File: config.mk
export PLATFORM = sky130hd
export DESIGN_NAME = front_panel_status_control
export DESIGN_NICKNAME = d
export VERILOG_FILES = /design/src/verilog/fp_pkg.sv /design/src/verilog/panel_if.sv /design/src/verilog/button_filter.sv /design/src/verilog/front_panel_status_control.sv /design/src/verilog/tick_gen.sv
export SDC_FILE = /design/constraint.sdc
export NUM_CORES = 1
export LEC_CHECK = 0
export BUFFER_PORTS_ARGS = -buffer_cell sky130_fd_sc_hd__buf_4
export CAP_MARGIN = 40
export CELL_PAD_IN_SITES_DETAIL_PLACEMENT = 1
export CELL_PAD_IN_SITES_GLOBAL_PLACEMENT = 1
export CORE_MARGIN = 2
export CORE_UTILIZATION = 40
export CTS_CLUSTER_SIZE = 16
export DETAILED_ROUTE_END_ITERATION = 6
export PLACE_DENSITY = 0.85
export REMOVE_ABC_BUFFERS = 1
export SETUP_SLACK_MARGIN = 0.15
export SLEW_MARGIN = 15
export SYNTH_ARGS = -nofsm -noshare
export SYNTH_HDL_FRONTEND = slang
export SYNTH_SLANG_ARGS = --single-unit
File: constraint.sdc
create_clock -name clock -period 2.5 [get_ports clock]
set_input_delay 0.375 -clock clock [delete_from_list [all_inputs] [get_ports clock]]
set_output_delay 0.375 -clock clock [all_outputs]
set_load 0.05 [all_outputs]
File: src/verilog/fp_pkg.sv
// shared constants and state types for the front panel status and button logic
package fp_pkg;

	// ----------------------------------------
	// timing
	// ----------------------------------------
	localparam int CLK_PERIOD_PS = 4000;
	localparam int TICK_PERIOD_PS = 1_000_000_000;
	localparam int TICK_CYCLES = TICK_PERIOD_PS / CLK_PERIOD_PS;
	localparam int HOLD_MS = 5000;
	localparam int WINDOW_MS = 1500;
	localparam int DARK_MS = 60000;
	localparam int DEBOUNCE_MS = 20;
	localparam int BLINK_HALF_MS = 250;
	localparam int LOCK_BLINKS = 3;
	localparam int RESTART_MS = 100;

	// ----------------------------------------
	// register map
	// ----------------------------------------
	localparam logic [7:0] ADDR_CTRL = 8'h00;
	localparam logic [7:0] ADDR_COND = 8'h04;
	localparam logic [7:0] ADDR_STATE = 8'h08;
	localparam int CTRL_DARK = 0;
	localparam int CTRL_LOCK = 1;
	localparam int CTRL_TX = 2;
	localparam int CTRL_OOS = 3;
	localparam int CTRL_AUTO = 4;
	localparam int COND_LINK = 0;
	localparam int COND_LINKERR = 1;
	localparam int COND_ENC = 2;
	localparam int COND_ENCERR = 3;
	localparam int COND_IN1 = 4;
	localparam int COND_IN2 = 5;
	localparam int COND_RXVID = 6;
	localparam int COND_RXERR = 7;
	localparam int COND_LASER = 8;
	localparam int COND_READY = 9;
	localparam int STATE_SEL = 0;
	localparam int STATE_CONV = 1;
	localparam int STATE_DYN = 3;
	localparam int STATE_DARK = 4;
	localparam int STATE_BTN = 5;
	localparam logic [4:0] CTRL_RST = 5'h00;
	localparam logic [9:0] COND_RST = 10'h000;
	localparam logic [1:0] RESP_OKAY = 2'h0;
	localparam logic [1:0] RESP_SLVERR = 2'h2;

	// ----------------------------------------
	// types
	// ----------------------------------------
	typedef enum logic [1:0] {LED_OFF, LED_GREEN, LED_YELLOW, LED_RED} led_t;
	typedef enum logic [1:0] {CONV_PASS, CONV_SPLIT, CONV_DOWN} conv_t;
	typedef enum logic [2:0] {B_IDLE, B_HELD, B_ARMED, B_SEQ, B_LOCK, B_DONE} bstate_t;

	typedef struct packed {
		logic [17:0] cnt;
		logic tick;
		logic [7:0] bcnt;
		logic blink;
	} tick_st_t;

	typedef struct packed {
		logic s1;
		logic s2;
		logic level;
		logic [7:0] cnt;
		logic pEdge;
		logic rEdge;
	} filt_st_t;

	typedef struct packed {
		logic [4:0] ctrl;
		logic [9:0] cond;
		logic sel;
		conv_t conv;
		logic dyn;
		logic dark;
		logic [15:0] darkCnt;
		bstate_t bst;
		logic [15:0] msCnt;
		logic [1:0] presses;
		logic [2:0] lockHalf;
		logic restart;
		logic k1;
		logic k2;
		logic k3;
		led_t lPower;
		led_t lLink;
		led_t lEnc;
		led_t lIn1;
		led_t lIn2;
		led_t lSignal;
		led_t lConv;
		led_t lLaser;
		logic awHave;
		logic [7:0] awAddr;
		logic wHave;
		logic [31:0] wData;
		logic [3:0] wStrb;
		logic bvalid;
		logic [1:0] bresp;
		logic rvalid;
		logic [31:0] rdata;
		logic [1:0] rresp;
	} st_t;

endpackage

File: src/verilog/panel_if.sv
// timebase and filtered button events shared by the panel modules
`timescale 1ns/1ps
interface panel_if;
	logic msTick;
	logic blink;
	logic pressEdge;
	logic releaseEdge;
	modport timebase(output msTick, output blink);
	modport filter(input msTick, output pressEdge, output releaseEdge);
	modport core(input msTick, input blink, input pressEdge, input releaseEdge);
endinterface

File: src/verilog/button_filter.sv
// synchroniser and debouncer for the panel push button
`timescale 1ns/1ps
module button_filter #(
	parameter int DEBOUNCE_MS = fp_pkg::DEBOUNCE_MS
) (
	// clock and reset
	input wire logic clock,
	input wire logic rstn,
	// raw pin, high while pressed
	input wire logic buttonPin,
	// filtered events
	panel_if.filter pif
);
	fp_pkg::filt_st_t st_q;
	fp_pkg::filt_st_t st_d;

	// ----------------------------------------
	// debounce
	// ----------------------------------------
	always_comb begin
		st_d = st_q;
		st_d.s1 = buttonPin;
		st_d.s2 = st_q.s1;
		st_d.pEdge = 1'b0;
		st_d.rEdge = 1'b0;
		if (st_q.s2 == st_q.level) begin
			st_d.cnt = '0;
		end else if (pif.msTick) begin
			if (st_q.cnt == 8'(DEBOUNCE_MS - 1)) begin
				st_d.cnt = '0;
				st_d.level = st_q.s2;
				st_d.pEdge = st_q.s2;
				st_d.rEdge = ~st_q.s2;
			end else begin
				st_d.cnt = st_q.cnt + 8'h1;
			end
		end
	end

	always_ff @(posedge clock) begin
		if (!rstn) begin
			st_q <= '0;
		end else begin
			st_q <= st_d;
		end
	end

	assign pif.pressEdge = st_q.pEdge;
	assign pif.releaseEdge = st_q.rEdge;
endmodule

File: src/verilog/front_panel_status_control.sv
// front panel LED status and button sequence logic with AXI4-Lite registers
//
// Functional notes
// - dark setting active keeps every LED unlit once its wait has run out, functions keep running
// - power LED blinks green when ready; steady green on transmitter out of service
// - link LED green when connected, off when not, yellow blink on error
// - encryption LED green when encrypted, off when not, yellow blink on error
// - input LEDs: green, green blink, yellow or off per selection and video
// - rear laser LED steady red while radiating, off otherwise
// - receiver signal LED green with video, off without, yellow blink on error
// - locked panel: press blinks LEDs green three times, no button function
// - short select press toggles between first and second input
// - button never enables autoselect; choosing an input clears it
// - hold five seconds, LEDs blink, then three presses within 1.5 seconds
// - valid sequence darkens LEDs, enables dynamic addressing, then restarts
// - dynamic addressing starts disabled after reset
// - dark setting waits sixty seconds before LEDs and backlight go off
// - first touch in dark only wakes, no normal function
// - receiver button steps pass, split, downsample conversion modes
`timescale 1ns/1ps
module front_panel_status_control #(
	parameter int TICK_CYCLES = fp_pkg::TICK_CYCLES,
	parameter int HOLD_MS = fp_pkg::HOLD_MS,
	parameter int WINDOW_MS = fp_pkg::WINDOW_MS,
	parameter int DARK_MS = fp_pkg::DARK_MS
) (
	// clock and reset
	input wire logic clock,
	input wire logic rstn,
	// panel pins
	input wire logic buttonPin,
	input wire logic knobStep,
	// indicators
	output fp_pkg::led_t ledPower,
	output fp_pkg::led_t ledLink,
	output fp_pkg::led_t ledEnc,
	output fp_pkg::led_t ledIn1,
	output fp_pkg::led_t ledIn2,
	output fp_pkg::led_t ledSignal,
	output fp_pkg::led_t ledConv,
	output fp_pkg::led_t ledLaser,
	output logic backlightOn,
	// settings towards the unit
	output logic selInput,
	output logic autoSelect,
	output fp_pkg::conv_t convMode,
	output logic dynAddrEnable,
	output logic restartReq,
	// axi4-lite slave
	input wire logic [7:0] awaddr,
	input wire logic awvalid,
	output logic awready,
	input wire logic [31:0] wdata,
	input wire logic [3:0] wstrb,
	input wire logic wvalid,
	output logic wready,
	output logic [1:0] bresp,
	output logic bvalid,
	input wire logic bready,
	input wire logic [7:0] araddr,
	input wire logic arvalid,
	output logic arready,
	output logic [31:0] rdata,
	output logic [1:0] rresp,
	output logic rvalid,
	input wire logic rready
);
	fp_pkg::st_t st_q;
	fp_pkg::st_t st_d;
	panel_if pif();
	logic isTx;
	logic knobEv;
	logic normalView;
	logic shortPress;

	// ----------------------------------------
	// timebase and button
	// ----------------------------------------
	tick_gen #(.TICK_CYCLES(TICK_CYCLES)) uTick (
		.clock(clock),
		.rstn(rstn),
		.pif(pif.timebase)
	);

	button_filter #(.DEBOUNCE_MS(fp_pkg::DEBOUNCE_MS)) uButton (
		.clock(clock),
		.rstn(rstn),
		.buttonPin(buttonPin),
		.pif(pif.filter)
	);

	// ----------------------------------------
	// helpers
	// ----------------------------------------
	function automatic logic [31:0] mergeStrb(logic [31:0] old, logic [31:0] nw,
		logic [3:0] strb);
		logic [31:0] r;
		r = old;
		for (int i = 0; i < 4; i++) begin
			if (strb[i]) begin
				r[i*8 +: 8] = nw[i*8 +: 8];
			end
		end
		return r;
	endfunction

	function automatic fp_pkg::led_t blinkLed(logic phase, fp_pkg::led_t c);
		return phase ? c : fp_pkg::LED_OFF;
	endfunction

	function automatic fp_pkg::led_t triLed(logic err, logic on, logic phase);
		if (err) begin
			return phase ? fp_pkg::LED_YELLOW : fp_pkg::LED_OFF;
		end
		return on ? fp_pkg::LED_GREEN : fp_pkg::LED_OFF;
	endfunction

	function automatic fp_pkg::led_t inLed(logic chosen, logic valid, logic phase);
		if (chosen) begin
			return valid ? fp_pkg::LED_GREEN : blinkLed(phase, fp_pkg::LED_GREEN);
		end
		return valid ? fp_pkg::LED_YELLOW : fp_pkg::LED_OFF;
	endfunction

	function automatic logic [31:0] stateWord(fp_pkg::st_t s);
		logic [31:0] r;
		r = '0;
		r[fp_pkg::STATE_SEL] = s.sel;
		r[fp_pkg::STATE_CONV +: 2] = s.conv;
		r[fp_pkg::STATE_DYN] = s.dyn;
		r[fp_pkg::STATE_DARK] = s.dark;
		r[fp_pkg::STATE_BTN +: 3] = s.bst;
		return r;
	endfunction

	assign isTx = st_q.ctrl[fp_pkg::CTRL_TX];
	assign normalView = !st_q.dark && st_q.bst != fp_pkg::B_DONE;
	assign shortPress = st_q.bst == fp_pkg::B_HELD && pif.releaseEdge;

	// ----------------------------------------
	// next state
	// ----------------------------------------
	always_comb begin
		logic [31:0] w;
		logic c;
		fp_pkg::led_t all;
		st_d = st_q;
		w = '0;
		c = 1'b0;
		all = fp_pkg::LED_OFF;
		// knob pin: k1 feeds k2, k2 feeds k3; the event is k2 xor k3
		st_d.k1 = knobStep;
		st_d.k2 = st_q.k1;
		st_d.k3 = st_q.k2;
		knobEv = st_q.k2 ^ st_q.k3;

		// bus write, both channels held until the pair is complete
		if (awvalid && awready) begin
			st_d.awHave = 1'b1;
			st_d.awAddr = awaddr;
		end
		if (wvalid && wready) begin
			st_d.wHave = 1'b1;
			st_d.wData = wdata;
			st_d.wStrb = wstrb;
		end
		if (st_q.bvalid && bready) begin
			st_d.bvalid = 1'b0;
		end
		if (st_q.awHave && st_q.wHave && !st_q.bvalid) begin
			st_d.awHave = 1'b0;
			st_d.wHave = 1'b0;
			st_d.bvalid = 1'b1;
			st_d.bresp = fp_pkg::RESP_OKAY;
			unique case (st_q.awAddr)
				fp_pkg::ADDR_CTRL: begin
					w = mergeStrb(32'(st_q.ctrl), st_q.wData, st_q.wStrb);
					st_d.ctrl = w[4:0];
				end
				fp_pkg::ADDR_COND: begin
					w = mergeStrb(32'(st_q.cond), st_q.wData, st_q.wStrb);
					st_d.cond = w[9:0];
				end
				fp_pkg::ADDR_STATE: begin
					w = mergeStrb(stateWord(st_q), st_q.wData, st_q.wStrb);
					st_d.sel = w[fp_pkg::STATE_SEL];
					st_d.dyn = w[fp_pkg::STATE_DYN];
					// code 3 is not a mode; keep the old one
					if (w[fp_pkg::STATE_CONV +: 2] != 2'h3) begin
						st_d.conv = fp_pkg::conv_t'(w[fp_pkg::STATE_CONV +: 2]);
					end
				end
				default: st_d.bresp = fp_pkg::RESP_SLVERR;
			endcase
		end

		// bus read
		if (st_q.rvalid && rready) begin
			st_d.rvalid = 1'b0;
		end
		if (arvalid && arready) begin
			st_d.rvalid = 1'b1;
			st_d.rresp = fp_pkg::RESP_OKAY;
			unique case (araddr)
				fp_pkg::ADDR_CTRL: st_d.rdata = 32'(st_q.ctrl);
				fp_pkg::ADDR_COND: st_d.rdata = 32'(st_q.cond);
				fp_pkg::ADDR_STATE: st_d.rdata = stateWord(st_q);
				default: begin
					st_d.rdata = '0;
					st_d.rresp = fp_pkg::RESP_SLVERR;
				end
			endcase
		end

		if (!st_q.ctrl[fp_pkg::CTRL_DARK]) begin
			st_d.dark = 1'b0;
			st_d.darkCnt = '0;
		end else if (pif.pressEdge || knobEv) begin
			st_d.dark = 1'b0;
			st_d.darkCnt = '0;
		end else if (pif.msTick && !st_q.dark) begin
			if (st_q.darkCnt == 16'(DARK_MS - 1)) begin
				st_d.dark = 1'b1;
			end else begin
				st_d.darkCnt = st_q.darkCnt + 16'h1;
			end
		end

		// button sequencer, counts in ms ticks
		unique case (st_q.bst)
			fp_pkg::B_IDLE: begin
				st_d.msCnt = '0;
				st_d.presses = '0;
				st_d.lockHalf = '0;
				if (pif.pressEdge && !st_q.dark) begin
					st_d.bst = st_q.ctrl[fp_pkg::CTRL_LOCK] ? fp_pkg::B_LOCK : fp_pkg::B_HELD;
				end
			end
			fp_pkg::B_HELD: begin
				if (pif.releaseEdge) begin
					st_d.bst = fp_pkg::B_IDLE;
					if (isTx) begin
						st_d.sel = ~st_q.sel;
						st_d.ctrl[fp_pkg::CTRL_AUTO] = 1'b0;
					end else begin
						unique case (st_q.conv)
							fp_pkg::CONV_PASS: st_d.conv = fp_pkg::CONV_SPLIT;
							fp_pkg::CONV_SPLIT: st_d.conv = fp_pkg::CONV_DOWN;
							default: st_d.conv = fp_pkg::CONV_PASS;
						endcase
					end
				end else if (pif.msTick) begin
					if (st_q.msCnt == 16'(HOLD_MS - 1)) begin
						st_d.bst = fp_pkg::B_ARMED;
						st_d.msCnt = '0;
					end else begin
						st_d.msCnt = st_q.msCnt + 16'h1;
					end
				end
			end
			fp_pkg::B_ARMED: begin
				if (pif.releaseEdge) begin
					st_d.bst = fp_pkg::B_SEQ;
					st_d.msCnt = '0;
				end
			end
			fp_pkg::B_SEQ: begin
				if (pif.pressEdge) begin
					if (st_q.presses == 2'h2) begin
						st_d.bst = fp_pkg::B_DONE;
						st_d.msCnt = '0;
					end else begin
						st_d.presses = st_q.presses + 2'h1;
					end
				end else if (pif.msTick) begin
					if (st_q.msCnt == 16'(WINDOW_MS - 1)) begin
						st_d.bst = fp_pkg::B_IDLE;
					end else begin
						st_d.msCnt = st_q.msCnt + 16'h1;
					end
				end
			end
			fp_pkg::B_LOCK: begin
				if (pif.msTick) begin
					if (st_q.msCnt == 16'(fp_pkg::BLINK_HALF_MS - 1)) begin
						st_d.msCnt = '0;
						if (st_q.lockHalf == 3'(2 * fp_pkg::LOCK_BLINKS - 1)) begin
							st_d.bst = fp_pkg::B_IDLE;
						end else begin
							st_d.lockHalf = st_q.lockHalf + 3'h1;
						end
					end else begin
						st_d.msCnt = st_q.msCnt + 16'h1;
					end
				end
			end
			fp_pkg::B_DONE: begin
				// enable then restart; held until reset
				st_d.dyn = 1'b1;
				if (pif.msTick && !st_q.restart) begin
					if (st_q.msCnt == 16'(fp_pkg::RESTART_MS - 1)) begin
						st_d.restart = 1'b1;
					end else begin
						st_d.msCnt = st_q.msCnt + 16'h1;
					end
				end
			end
			default: st_d.bst = fp_pkg::B_IDLE;
		endcase

		if (st_q.ctrl[fp_pkg::CTRL_OOS]) begin
			st_d.lPower = isTx ? fp_pkg::LED_GREEN : fp_pkg::LED_OFF;
		end else begin
			st_d.lPower = st_q.cond[fp_pkg::COND_READY] ?
				blinkLed(pif.blink, fp_pkg::LED_GREEN) : fp_pkg::LED_OFF;
		end
		st_d.lLink = triLed(st_q.cond[fp_pkg::COND_LINKERR], st_q.cond[fp_pkg::COND_LINK],
			pif.blink);
		st_d.lEnc = triLed(st_q.cond[fp_pkg::COND_ENCERR], st_q.cond[fp_pkg::COND_ENC],
			pif.blink);
		st_d.lIn1 = isTx ? inLed(!st_q.sel, st_q.cond[fp_pkg::COND_IN1], pif.blink)
			: fp_pkg::LED_OFF;
		st_d.lIn2 = isTx ? inLed(st_q.sel, st_q.cond[fp_pkg::COND_IN2], pif.blink)
			: fp_pkg::LED_OFF;
		st_d.lSignal = isTx ? fp_pkg::LED_OFF : triLed(st_q.cond[fp_pkg::COND_RXERR],
			st_q.cond[fp_pkg::COND_RXVID], pif.blink);
		unique case (st_q.conv)
			fp_pkg::CONV_SPLIT: st_d.lConv = fp_pkg::LED_GREEN;
			fp_pkg::CONV_DOWN: st_d.lConv = fp_pkg::LED_YELLOW;
			default: st_d.lConv = fp_pkg::LED_OFF;
		endcase
		if (isTx) begin
			st_d.lConv = fp_pkg::LED_OFF;
		end
		// laser, kept out of the blink overlays for eye safety
		st_d.lLaser = st_q.cond[fp_pkg::COND_LASER] ? fp_pkg::LED_RED : fp_pkg::LED_OFF;

		// overlays on the front LEDs
		c = 1'b1;
		if (st_q.bst == fp_pkg::B_ARMED || st_q.bst == fp_pkg::B_SEQ) begin
			all = blinkLed(pif.blink, fp_pkg::LED_GREEN);
		end else if (st_q.bst == fp_pkg::B_LOCK) begin
			all = blinkLed(!st_q.lockHalf[0], fp_pkg::LED_GREEN);
		end else begin
			c = 1'b0;
		end
		if (!normalView) begin
			c = 1'b1;
			all = fp_pkg::LED_OFF;
			st_d.lLaser = fp_pkg::LED_OFF;
		end
		if (c) begin
			st_d.lPower = all;
			st_d.lLink = all;
			st_d.lEnc = all;
			st_d.lIn1 = isTx ? all : fp_pkg::LED_OFF;
			st_d.lIn2 = isTx ? all : fp_pkg::LED_OFF;
			st_d.lSignal = isTx ? fp_pkg::LED_OFF : all;
			st_d.lConv = isTx ? fp_pkg::LED_OFF : all;
		end
	end

	always_ff @(posedge clock) begin
		if (!rstn) begin
			st_q <= '0;
		end else begin
			st_q <= st_d;
		end
	end

	// ----------------------------------------
	// outputs
	// ----------------------------------------
	assign awready = !st_q.awHave && !st_q.bvalid;
	assign wready = !st_q.wHave && !st_q.bvalid;
	assign arready = !st_q.rvalid;
	assign bvalid = st_q.bvalid;
	assign bresp = st_q.bresp;
	assign rvalid = st_q.rvalid;
	assign rdata = st_q.rdata;
	assign rresp = st_q.rresp;
	assign ledPower = st_q.lPower;
	assign ledLink = st_q.lLink;
	assign ledEnc = st_q.lEnc;
	assign ledIn1 = st_q.lIn1;
	assign ledIn2 = st_q.lIn2;
	assign ledSignal = st_q.lSignal;
	assign ledConv = st_q.lConv;
	assign ledLaser = st_q.lLaser;
	assign backlightOn = !st_q.dark;
	assign selInput = st_q.sel;
	assign autoSelect = st_q.ctrl[fp_pkg::CTRL_AUTO];
	assign convMode = st_q.conv;
	assign dynAddrEnable = st_q.dyn;
	assign restartReq = st_q.restart;

	// ----------------------------------------
	// checks
	// ----------------------------------------
	property p_darkAllOff;
		@(posedge clock) disable iff (!rstn)
		st_q.dark && !pif.pressEdge && !knobEv |=> ledPower == fp_pkg::LED_OFF
			&& ledLink == fp_pkg::LED_OFF
			&& ledIn1 == fp_pkg::LED_OFF && ledLaser == fp_pkg::LED_OFF && !backlightOn;
	endproperty
	a_darkAllOff: assert property (p_darkAllOff) else $error("led lit in dark");

	property p_laserRed;
		@(posedge clock) disable iff (!rstn)
		normalView && st_q.cond[fp_pkg::COND_LASER] |=> ledLaser == fp_pkg::LED_RED;
	endproperty
	a_laserRed: assert property (p_laserRed) else $error("laser led not red");

	property p_linkGreen;
		@(posedge clock) disable iff (!rstn)
		normalView && st_q.bst == fp_pkg::B_IDLE && st_q.cond[fp_pkg::COND_LINK]
			&& !st_q.cond[fp_pkg::COND_LINKERR] |=> ledLink == fp_pkg::LED_GREEN;
	endproperty
	a_linkGreen: assert property (p_linkGreen) else $error("link led wrong");

	property p_convSplit;
		@(posedge clock) disable iff (!rstn)
		normalView && !isTx && st_q.bst == fp_pkg::B_IDLE
			&& st_q.conv == fp_pkg::CONV_SPLIT |=> ledConv == fp_pkg::LED_GREEN;
	endproperty
	a_convSplit: assert property (p_convSplit) else $error("conv led wrong");

	property p_toggle;
		@(posedge clock) disable iff (!rstn)
		shortPress && isTx |=> selInput != $past(selInput) && !autoSelect;
	endproperty
	a_toggle: assert property (p_toggle) else $error("select press ignored");

	property p_lockNoAction;
		@(posedge clock) disable iff (!rstn)
		st_q.bst == fp_pkg::B_LOCK |=> $stable(selInput) && $stable(convMode);
	endproperty
	a_lockNoAction: assert property (p_lockNoAction) else $error("locked press acted");

	property p_doneDyn;
		@(posedge clock) disable iff (!rstn)
		st_q.bst == fp_pkg::B_SEQ ##1 st_q.bst == fp_pkg::B_DONE |=> dynAddrEnable
			&& ledPower == fp_pkg::LED_OFF;
	endproperty
	a_doneDyn: assert property (p_doneDyn) else $error("sequence not accepted");

	property p_timeout;
		@(posedge clock) disable iff (!rstn)
		st_q.bst == fp_pkg::B_SEQ && !pif.pressEdge && pif.msTick
			&& st_q.msCnt == 16'(WINDOW_MS - 1) |=> st_q.bst == fp_pkg::B_IDLE
			&& $stable(dynAddrEnable);
	endproperty
	a_timeout: assert property (p_timeout) else $error("window not abandoned");

	c_shortPress: cover property (@(posedge clock) disable iff (!rstn) shortPress);
	c_lock: cover property (@(posedge clock) disable iff (!rstn) st_q.bst == fp_pkg::B_LOCK);
	c_done: cover property (@(posedge clock) disable iff (!rstn) st_q.restart);
	c_dark: cover property (@(posedge clock) disable iff (!rstn) st_q.dark);
endmodule

File: src/verilog/tick_gen.sv
// millisecond tick and slow blink phase
`timescale 1ns/1ps
module tick_gen #(
	parameter int TICK_CYCLES = fp_pkg::TICK_CYCLES
) (
	// clock and reset
	input wire logic clock,
	input wire logic rstn,
	// timebase out
	panel_if.timebase pif
);
	fp_pkg::tick_st_t st_q;
	fp_pkg::tick_st_t st_d;

	// ----------------------------------------
	// prescaler
	// ----------------------------------------
	always_comb begin
		st_d = st_q;
		st_d.tick = 1'b0;
		if (st_q.cnt == 18'(TICK_CYCLES - 1)) begin
			st_d.cnt = '0;
			st_d.tick = 1'b1;
		end else begin
			st_d.cnt = st_q.cnt + 18'h1;
		end
		if (st_q.tick) begin
			if (st_q.bcnt == 8'(fp_pkg::BLINK_HALF_MS - 1)) begin
				st_d.bcnt = '0;
				st_d.blink = ~st_q.blink;
			end else begin
				st_d.bcnt = st_q.bcnt + 8'h1;
			end
		end
	end

	always_ff @(posedge clock) begin
		if (!rstn) begin
			st_q <= '0;
		end else begin
			st_q <= st_d;
		end
	end

	assign pif.msTick = st_q.tick;
	assign pif.blink = st_q.blink;
endmodule
==> results.cfg, run 1 <==
[logic_synthesis]
async_flop_share_pct = 0
synth_edf_count = 0
synth_top_area_cell = dfxtp_1
synth_area_mm2 = 0.00736
synth_cell_types = 69
synth_top_area_share_pct = 42.1
ys_top_cells_by_area = dfxtp_1 42%, nand2_1 6.1%, nor2_1 5.8%
synth_common_cells = 155 x dfxtp_1, 119 x nand2_1, 113 x nor2_1
syn_inst = 884
ys_ff_latch = 155
yosysWarningCount = 0
synth_most_common_cell = dfxtp_1
avgSynthCellArea_um2 = 8.33
synth_flop_cell = dfxtp_1
ys_seq_area_share_pct = 42.1

[drt]
ant_nets = 0
vias = 6301
drtPass1Iterations = 5
routedWlPerCell_um = 16.9
viasPerCell = 5.38
drtIter0Drc = 299
routed_wl_um = 19800
drc = 0

[die]
core_mm2 = 0.0180
die_w_um = 140
rows = 49
initial_core_util_pct = 40.9
die_h_um = 140
die-area_mm2 = 0.0195
io_pins = 125

[setup_path]
reg2reg_slack_ps = 280
critPathRequiredTime_ps = 2830
ff2ff_path_depth = 6
crit_fanout = 8
critPathLaunchType = flip-flop
worstPathCellList = or4b_2, nor4_4, or4_1, nor3_1, xnor2_1, nor2_1
timing.rr.start = st_q[139]
cp.depth = 6
end_kind = flip-flop
critPathArrivalTime_ps = 2550
cp_top_family = simple AND/OR/NAND/NOR gates
cpPeakStageDelay_ps = 640
crit_buf_inv = 0
critical_path.slowest_cell = or4b_2
path_class = flip-flop to flip-flop
worstReg2RegEnd = st_q[142]

[placement]
gp_congestion = 0.795
dpl_worst_slack_ps = 211
portBuffers = 75
dpl.hpwl_um = 13500

[clocking]
cts.clk_slew.worst_paths_ps = 70
cts_tree = yes
htree_levels = 4
cts_made_buffers = 17
cts_max_path_buffers = 2
post_cts_buffers = 0
root_buffer = clkbuf_16
cts_hold_buf = 0
cts_sinks = 155
cts_resized = 0
insertion_delay_ps = 450

[hold_path]
min-delay-start = rready
worstHoldPathType = input pin to flip-flop
holdPathStages = 2
hold_end = rvalid

[run]
maxCapViolCount = 0

[sta]
tightest_slew_ps = 866
min_period_ps = 2220
maxSlewViolCount = 0
fmax_mhz = 451
rsz0062_at_grt = true
setup_slack_ps = 282
hold_viol_final = 0
tns_ps = 0
fin_crit_sh_pct = 88.7
setup_viol = 0
fin_skew_ps = 19.4
slew_headroom_pct = 41.7

[global_route]
overflow = 0
grt_pass1_wl_um = 32600
antenna_found_initial = 0
grt_max_degree = 68
grt_pass1_vias = 6548
grt_use_total_pct = 20.4

[final_layout]
antennaDiodeCount = 0
syn2layout_area_growth_pct = 15.6
drive_gt1_share_pct = 16.8
final_nets = 1002

[power]
p_leak_nw = 3.28
ir_worst_vdd_v = 0.000538
powerDensity_mw_per_mm2 = 745

[outcome]
status = completed
==> registers in the layout, summed over array words and instances, names as in the netlist, 10 cells and up <==
| signal | cells |
|---|---|
| st_q | 77 |
| uTick.st_q | 26 |
| rdata | 10 |
| uButton.st_q | 10 |
==> worst reg2reg max path: cells and delay by family (launching register included) <==
family / cells / cell delay [ps]
and+or+nand+nor: 5 / 1550
DFF: 1 / 400
xor gates and xnor gates: 1 / 150
==> power by group <==
part,total [mW],switching [mW],internal (mW)
Sequential,2.60,0.0720,2.53
Clock,2.68,1.13,1.55
Combinational,1.07,0.708,0.362
Total,6.35,1.91,4.44
==> layer usage <==
| layer | wire length (um) | track usage [%] |
|---|---|---|
| met5 | 0 | 0 |
| met4 | 397 | 8.21 |
| met3 | 688 | 3.54 |
| met2 | 9880 | 35.9 |
| met1 | 8840 | 24.8 |
==> layout make-up <==
class | count | area (um^2)
Fill cell | 2122 | 9510
Multi-Input combinational cell | 643 | 3740
Sequential cell | 155 | 3110
Timing Repair Buffer | 90 | 688
Clock buffer | 19 | 453
Tap cell | 229 | 287
Clock inverter | 13 | 155
Inverter | 23 | 86.3
==> cells in the final DEF (no fill, tap or decap), types with 3 or more instances in the layout <==
master / n
nand2_1: 118
a211oi_1: 6
xor2_1: 24
nor3_1: 15
nand3b_1: 3
or2_2: 5
nand4_1: 17
inv_6: 3
nor2b_1: 8
xnor2_1: 16
nor2_1: 113
a22oi_1: 11
clkbuf_16: 17
nand2b_1: 7
and2_1: 12
nor3b_1: 6
inv_1: 22
dfxtp_2: 4
conb_1: 25
dfxtp_1: 151
mux2i_1: 29
clkinv_4: 3
and3b_1: 4
or4_1: 5
and3_1: 8
o21ai_0: 32
or3_1: 12
a31o_2: 4
nor4b_1: 4
and4_1: 6
nand3_1: 28
ha_1: 11
buf_4: 89
a21oi_1: 54
or3b_2: 3
a31oi_1: 5
nor4_1: 11
==> worst max-delay path by stage <==
| stage | startpoint | endpoint | slack [ps] |
|---|---|---|---|
| floorplan | st_q[126] | st_q[119] | 320 |
| CTS | st_q[76] | st_q[153] | 200 |
| global placement | st_q[109] | st_q[123] | 340 |
| detailed placement | st_q[76] | st_q[156] | 210 |
| global route | st_q[128] | st_q[143] | 110 |
| finish | st_q[139] | st_q[142] | 280 |
==> stage by stage <==
stage / util, % / total power [mW] / area [um^2] / instances / hold WS (ps)
4_1_cts: 47.1 / 6.37 / 8490 / 1172 / 99.1
6_report: 47.2 / 6.35 / 8510 / 1172 / 101
2_1_floorplan: - / 3.34 / 6910 / 821 / 412
5_1_grt: 47.2 / 6.59 / 8510 / 1172 / 115
3_5_place_dp: 43.7 / 3.71 / 7890 / 1140 / 425
3_3_place_gp: 43.7 / 3.68 / 7890 / 1140 / 418
==> logic make-up after synthesis <==
family	Yosys count	share of synthesized area [%]
other cells	1	0.0509
mux	30	4.09
flops	155	42.1
simple gates	401	27.2
fa+ha+maj	11	1.87
buf+inv	110	8.56
compound gates	136	11.3
xor+xnor	40	4.76
Note: power is estimated with default switching activity, not from simulation.
==> run 2, diff against run 1 <==
==> constraint.sdc (replaced) <==
create_clock -name clock -period 2.8 [get_ports clock]
set_input_delay 0.42 -clock clock [delete_from_list [all_inputs] [get_ports clock]]
set_output_delay 0.42 -clock clock [all_outputs]
set_load 0.05 [all_outputs]
==> run 2 against run 1 <==
Net effect: combinational power down 12%; utilization down 0.53 points; fmax down 6.4%; count of clock-buffer cells in the layout up 1; die area unchanged; non-clock buffer count down 9; largest cell class unchanged; first-iteration DRC count up 29%; global-route usage up 0.22 points; worst setup slack better by 150 ps; clock skew down 12 ps.
==> results.cfg, run 2 (same netlist as run 1, synthesis figures left out) <==
[sta]
fmax_mhz = 422
tns_ps = 0
maxSlewViolCount = 0
tightest_slew_ps = 834
min_period_ps = 2370
hold_viol_final = 0
setup_viol = 0
rsz0062_at_grt = false
fin_crit_sh_pct = 84.7
fin_skew_ps = 7.10
slew_headroom_pct = 43.9

[final_layout]
drive_gt1_share_pct = 15.1
final_cell_area_mm2 = 0.00842
layout.cells.non_filler = 1163
final_nets = 993
largest_register_ffs = 77
largestRegisters = st_q x77, uTick.st_q x26
syn2layout_area_growth_pct = 14.3
top_register = st_q
mostFrequentLayoutCells = 155 x dfxtp_1, 119 x nand2_1, 113 x nor2_1, 80 x buf_4, 54 x a21oi_1
final_common_cell = dfxtp_1
antennaDiodeCount = 0

[hold_path]
hold_end = rvalid
holdPathStages = 2
worstHoldPathType = input pin to flip-flop
min-delay-start = rready

[die]
core_mm2 = 0.0180
die_w_um = 140
initial_core_util_pct = 40.9
rows = 49
die-area_mm2 = 0.0195
io_pins = 125
die_h_um = 140

[power]
intPower_mw = 3.92
pwr-share-seq_pct = 41.4
swShare_pct = 30.0
p_clk_share_pct = 41.8
powerDensity_mw_per_mm2 = 664
switching_power_mw = 1.68
p_leak_nw = 3.22
pwr-share-comb_pct = 16.8
ir_worst_vdd_v = 0.000404

[clocking]
cts_tree = yes
cts_made_buffers = 17
insertion_delay_ps = 430
cts.clk_slew.worst_paths_ps = 60
cts_sinks = 155
cts_hold_buf = 0
cts_max_path_buffers = 2
htree_levels = 4
root_buffer = clkbuf_16

[setup_path]
crit_fanout = 13
timing.rr.start = st_q[127]
path_class = flip-flop to flip-flop
worstReg2RegEnd = ledPower[0]
critical_path.slowest_cell = dfxtp_1
cp_common_cell = a21oi_1
critPathArrivalTime_ps = 2720
worstPathCellList = or3b_2, or2_2, a21oi_1, a21oi_1, nor2_1
critPathLaunchType = flip-flop
cpPeakStageDelay_ps = 630
critPathRequiredTime_ps = 3150
reg2reg_slack_ps = 430
end_kind = flip-flop
ff2ff_path_depth = 5

[drt]
drtPass1Iterations = 4
viasPerCell = 5.34
routed_wl_um = 19600
drtIter0Drc = 385
vias = 6208
routedWlPerCell_um = 16.9
drc = 0
ant_nets = 0

[run]
maxCapViolCount = 0

[placement]
portBuffers = 75
gp_congestion = 0.792
dp.cells = 1131
dpl.hpwl_um = 13500
place_area_mm2 = 0.00782

[global_route]
overflow = 0
antenna_found_initial = 0
grt_pass1_vias = 6510
grt_use_total_pct = 20.7
grt_max_degree = 69
grt_pass1_wl_um = 33000

[outcome]
status = completed
## run 2: cell types whose count changed in the layout (fill, tap and decap cells not counted), moves of 2 or more
cell	before	now
clkinvlp_4	2	4
dfxtp_2	4	0
inv_8	2	0
clkinv_4	3	1
dfxtp_1	151	155
buf_4	89	80
## run 2: area by class of cell
class	count	area [um^2]
Tap cell	229	287
Sequential cell	155	3100
Multi-Input combinational cell	643	3730
Timing Repair Buffer	81	621
Clock inverter	12	135
Clock buffer	20	457
Fill cell	2189	9610
Inverter	23	86.3
## run 2: repair_timing
item	in CTS	in global routing
endpoints found under the setup margin	0	9
resized for setup	0	1
setup buffers	0	0
## run 2: power by group through the flow
stage | combinational, mW | clock (mW) | sequential, mW
detailed placement | 0.910 | 0 | 2.36
finish | 0.940 | 2.34 | 2.32
floorplan | 0.597 | 0 | 2.38
global route | 1.03 | 2.46 | 2.32
CTS | 0.925 | 2.37 | 2.32
global placement | 0.886 | 0 | 2.36
## run 2: worst max-delay path: cells and delay by family (launching register included)
| family | cells | cell delay, ps |
|---|---|---|
| simple gates | 3 | 1060 |
| compound gates | 2 | 590 |
| flops | 1 | 630 |
## run 2: routing by layer
metal,routed length (um),vias to the layer above,global-route usage [%]
li1,-,3050,-
met1,8770,3020,25.4
met2,9810,114,36.6
met3,711,24,3.82
met4,318,0,6.58
met5,0,-,0
## run 2: how the worst max path moves through the flow
stage	start	to	slack (ps)	cells after the start
CTS	st_q[109]	st_q[122]	300	7
finish	st_q[127]	ledPower[0]	430	5
detailed placement	st_q[127]	st_q[112]	370	6
floorplan	st_q[126]	st_q[119]	620	6
global route	st_q[109]	st_q[111]	230	7
global placement	st_q[109]	st_q[122]	430	7
## run 2: per-stage QoR
step | setup slack (ps) | power, mW | utilization [%] | hold WS [ps]
4_1_cts | 296 | 5.61 | 46.7 | 158
3_5_place_dp | 370 | 3.28 | 43.4 | 425
5_1_grt | 233 | 5.81 | 46.7 | 162
2_1_floorplan | 616 | 2.98 | - | 412
3_3_place_gp | 434 | 3.25 | 43.4 | 417
6_report | 429 | 5.59 | 46.7 | 173
==> run 3, diff against run 2 <==
==> constraint.sdc (replaced) <==
create_clock -name clock -period 2.3 [get_ports clock]
set_input_delay 0.345 -clock clock [delete_from_list [all_inputs] [get_ports clock]]
set_output_delay 0.345 -clock clock [all_outputs]
set_load 0.05 [all_outputs]
==> run 3 against run 2 <==
Net effect: sequential cell count stayed put; cell count is 2.4% higher; final area is 3.5% higher; die area stayed put; critical path depth is 2 higher; clock power is 8% higher; register-to-register slack worse by 240 ps; utilization is 1.6 points higher; hold slack worse by 63 ps; power is 20% higher; combinational power is 41% higher; clock skew is 1.8 ps higher; critical path type unchanged.
==> results.cfg, run 3 (same netlist as run 1, synthesis figures left out) <==
[outcome]
status = completed

[drt]
drc = 0
drtIter0Drc = 279
routed_wl_um = 20100
vias = 6406
drtPass1Iterations = 4
viasPerCell = 5.38
routedWlPerCell_um = 16.8
ant_nets = 0

[global_route]
grt_max_degree = 63
overflow = 0
grt_pass1_wl_um = 32800
grt_use_total_pct = 20.4
antenna_found_initial = 0
grt_pass1_vias = 6618

[sta]
maxSlewViolCount = 0
tightest_slew_ps = 611
rsz0062_at_grt = true
slew_headroom_pct = 59.0
hold_viol_final = 0
setup_slack_ps = 187
tns_ps = 0
fin_skew_ps = 8.94
min_period_ps = 2110
fin_crit_sh_pct = 91.9
fmax_mhz = 473
setup_viol = 0

[power]
ir_worst_vdd_v = 0.000490
powerDensity_mw_per_mm2 = 767
p_leak_nw = 3.34

[hold_path]
worstHoldPathType = input pin to flip-flop

[clocking]
root_buffer = clkbuf_16
cts_tree = yes
insertion_delay_ps = 430
cts.clk_slew.worst_paths_ps = 60
cts_hold_buf = 0
cts_sinks = 155
htree_levels = 4
cts_made_buffers = 17
cts_max_path_buffers = 2

[setup_path]
cpPeakStageDelay_ps = 480
cp_top_family = simple AND/OR/NAND/NOR gates
path_class = flip-flop to flip-flop
worstPathCellList = nor3_1, and3b_1, a32oi_4, o211ai_2, buf_6, or4_1, o21ai_1
end_kind = flip-flop
crit_buf_inv = 1
critPathRequiredTime_ps = 2660
critPathArrivalTime_ps = 2470
critPathLaunchType = flip-flop
crit_fanout = 8
critical_path.slowest_cell = or4_1

[final_layout]
fin_util_pct = 48.3
syn2layout_area_growth_pct = 18.3
final_common_cell = dfxtp_1
largestRegisters = st_q x77, uTick.st_q x26
mostFrequentLayoutCells = 148 x dfxtp_1, 117 x nand2_1, 111 x nor2_1, 107 x buf_4, 54 x a21oi_1
largest_register_ffs = 77
final_nets = 1022
drive_gt1_share_pct = 20.5
final_cell_area_mm2 = 0.00871
layout.cells.non_filler = 1191
top_register = st_q
antennaDiodeCount = 0

[die]
core_mm2 = 0.0180
initial_core_util_pct = 40.9
die_w_um = 140
io_pins = 125
die_h_um = 140
rows = 49
die-area_mm2 = 0.0195

[placement]
gp_congestion = 0.837
dp.cells = 1158
dpl.hpwl_um = 13900
portBuffers = 75
place_area_mm2 = 0.00802
dpl_worst_slack_ps = 56.4

[run]
maxCapViolCount = 0
## run 3: final timing paths
check	endpoint	from	slack (ps)	cells after the start
hold / removal	rvalid	rready	110	2
hold reg to reg	st_d[100]	st_d[101]	430	1
setup / recovery	st_q[112]	st_q[121]	190	7
setup reg to reg	st_q[112]	st_q[121]	190	7
## run 3: routing by layer
layer | vias up | track usage [%] | share of wire, %
met3 | 42 | 4.58 | 3.9
met1 | 3125 | 24.8 | 43
li1 | 3094 | - | -
met2 | 145 | 35.8 | 50
met4 | 0 | 6.63 | 2.4
met5 | - | 0 | 0
## run 3: layout make-up
class                      instances  area, um^2
inverter                          23        86.3
fill                            2150        9310
sequential                       155        3110
multi-input combinational        643        3860
timing repair buffer             110         846
clock inverter                    10        71.3
clock buffer                      21         450
tap                              229         287
## run 3: where the power goes
group / internal (mW) / leakage (nW) / switching, mW
Sequential: 2.75 / 1.26 / 0.0811
Combinational: 0.507 / 1.84 / 0.825
Clock: 1.40 / 0.245 / 1.12
## run 3: stage by stage
stage | hold WS, ps | power, mW
after floorplan | 412 | 3.63
after global placement | 418 | 4.05
after detailed placement | 430 | 4.09
after CTS | 107 | 6.65
after global routing | 99.5 | 6.95
final | 110 | 6.68
## run 3: what timing repair did
item | CTS | global route
resized for setup | 12 | 28
endpoints found under the setup margin | 15 | 29
pin swaps | 1 | 7
setup buffers | 1 | 1
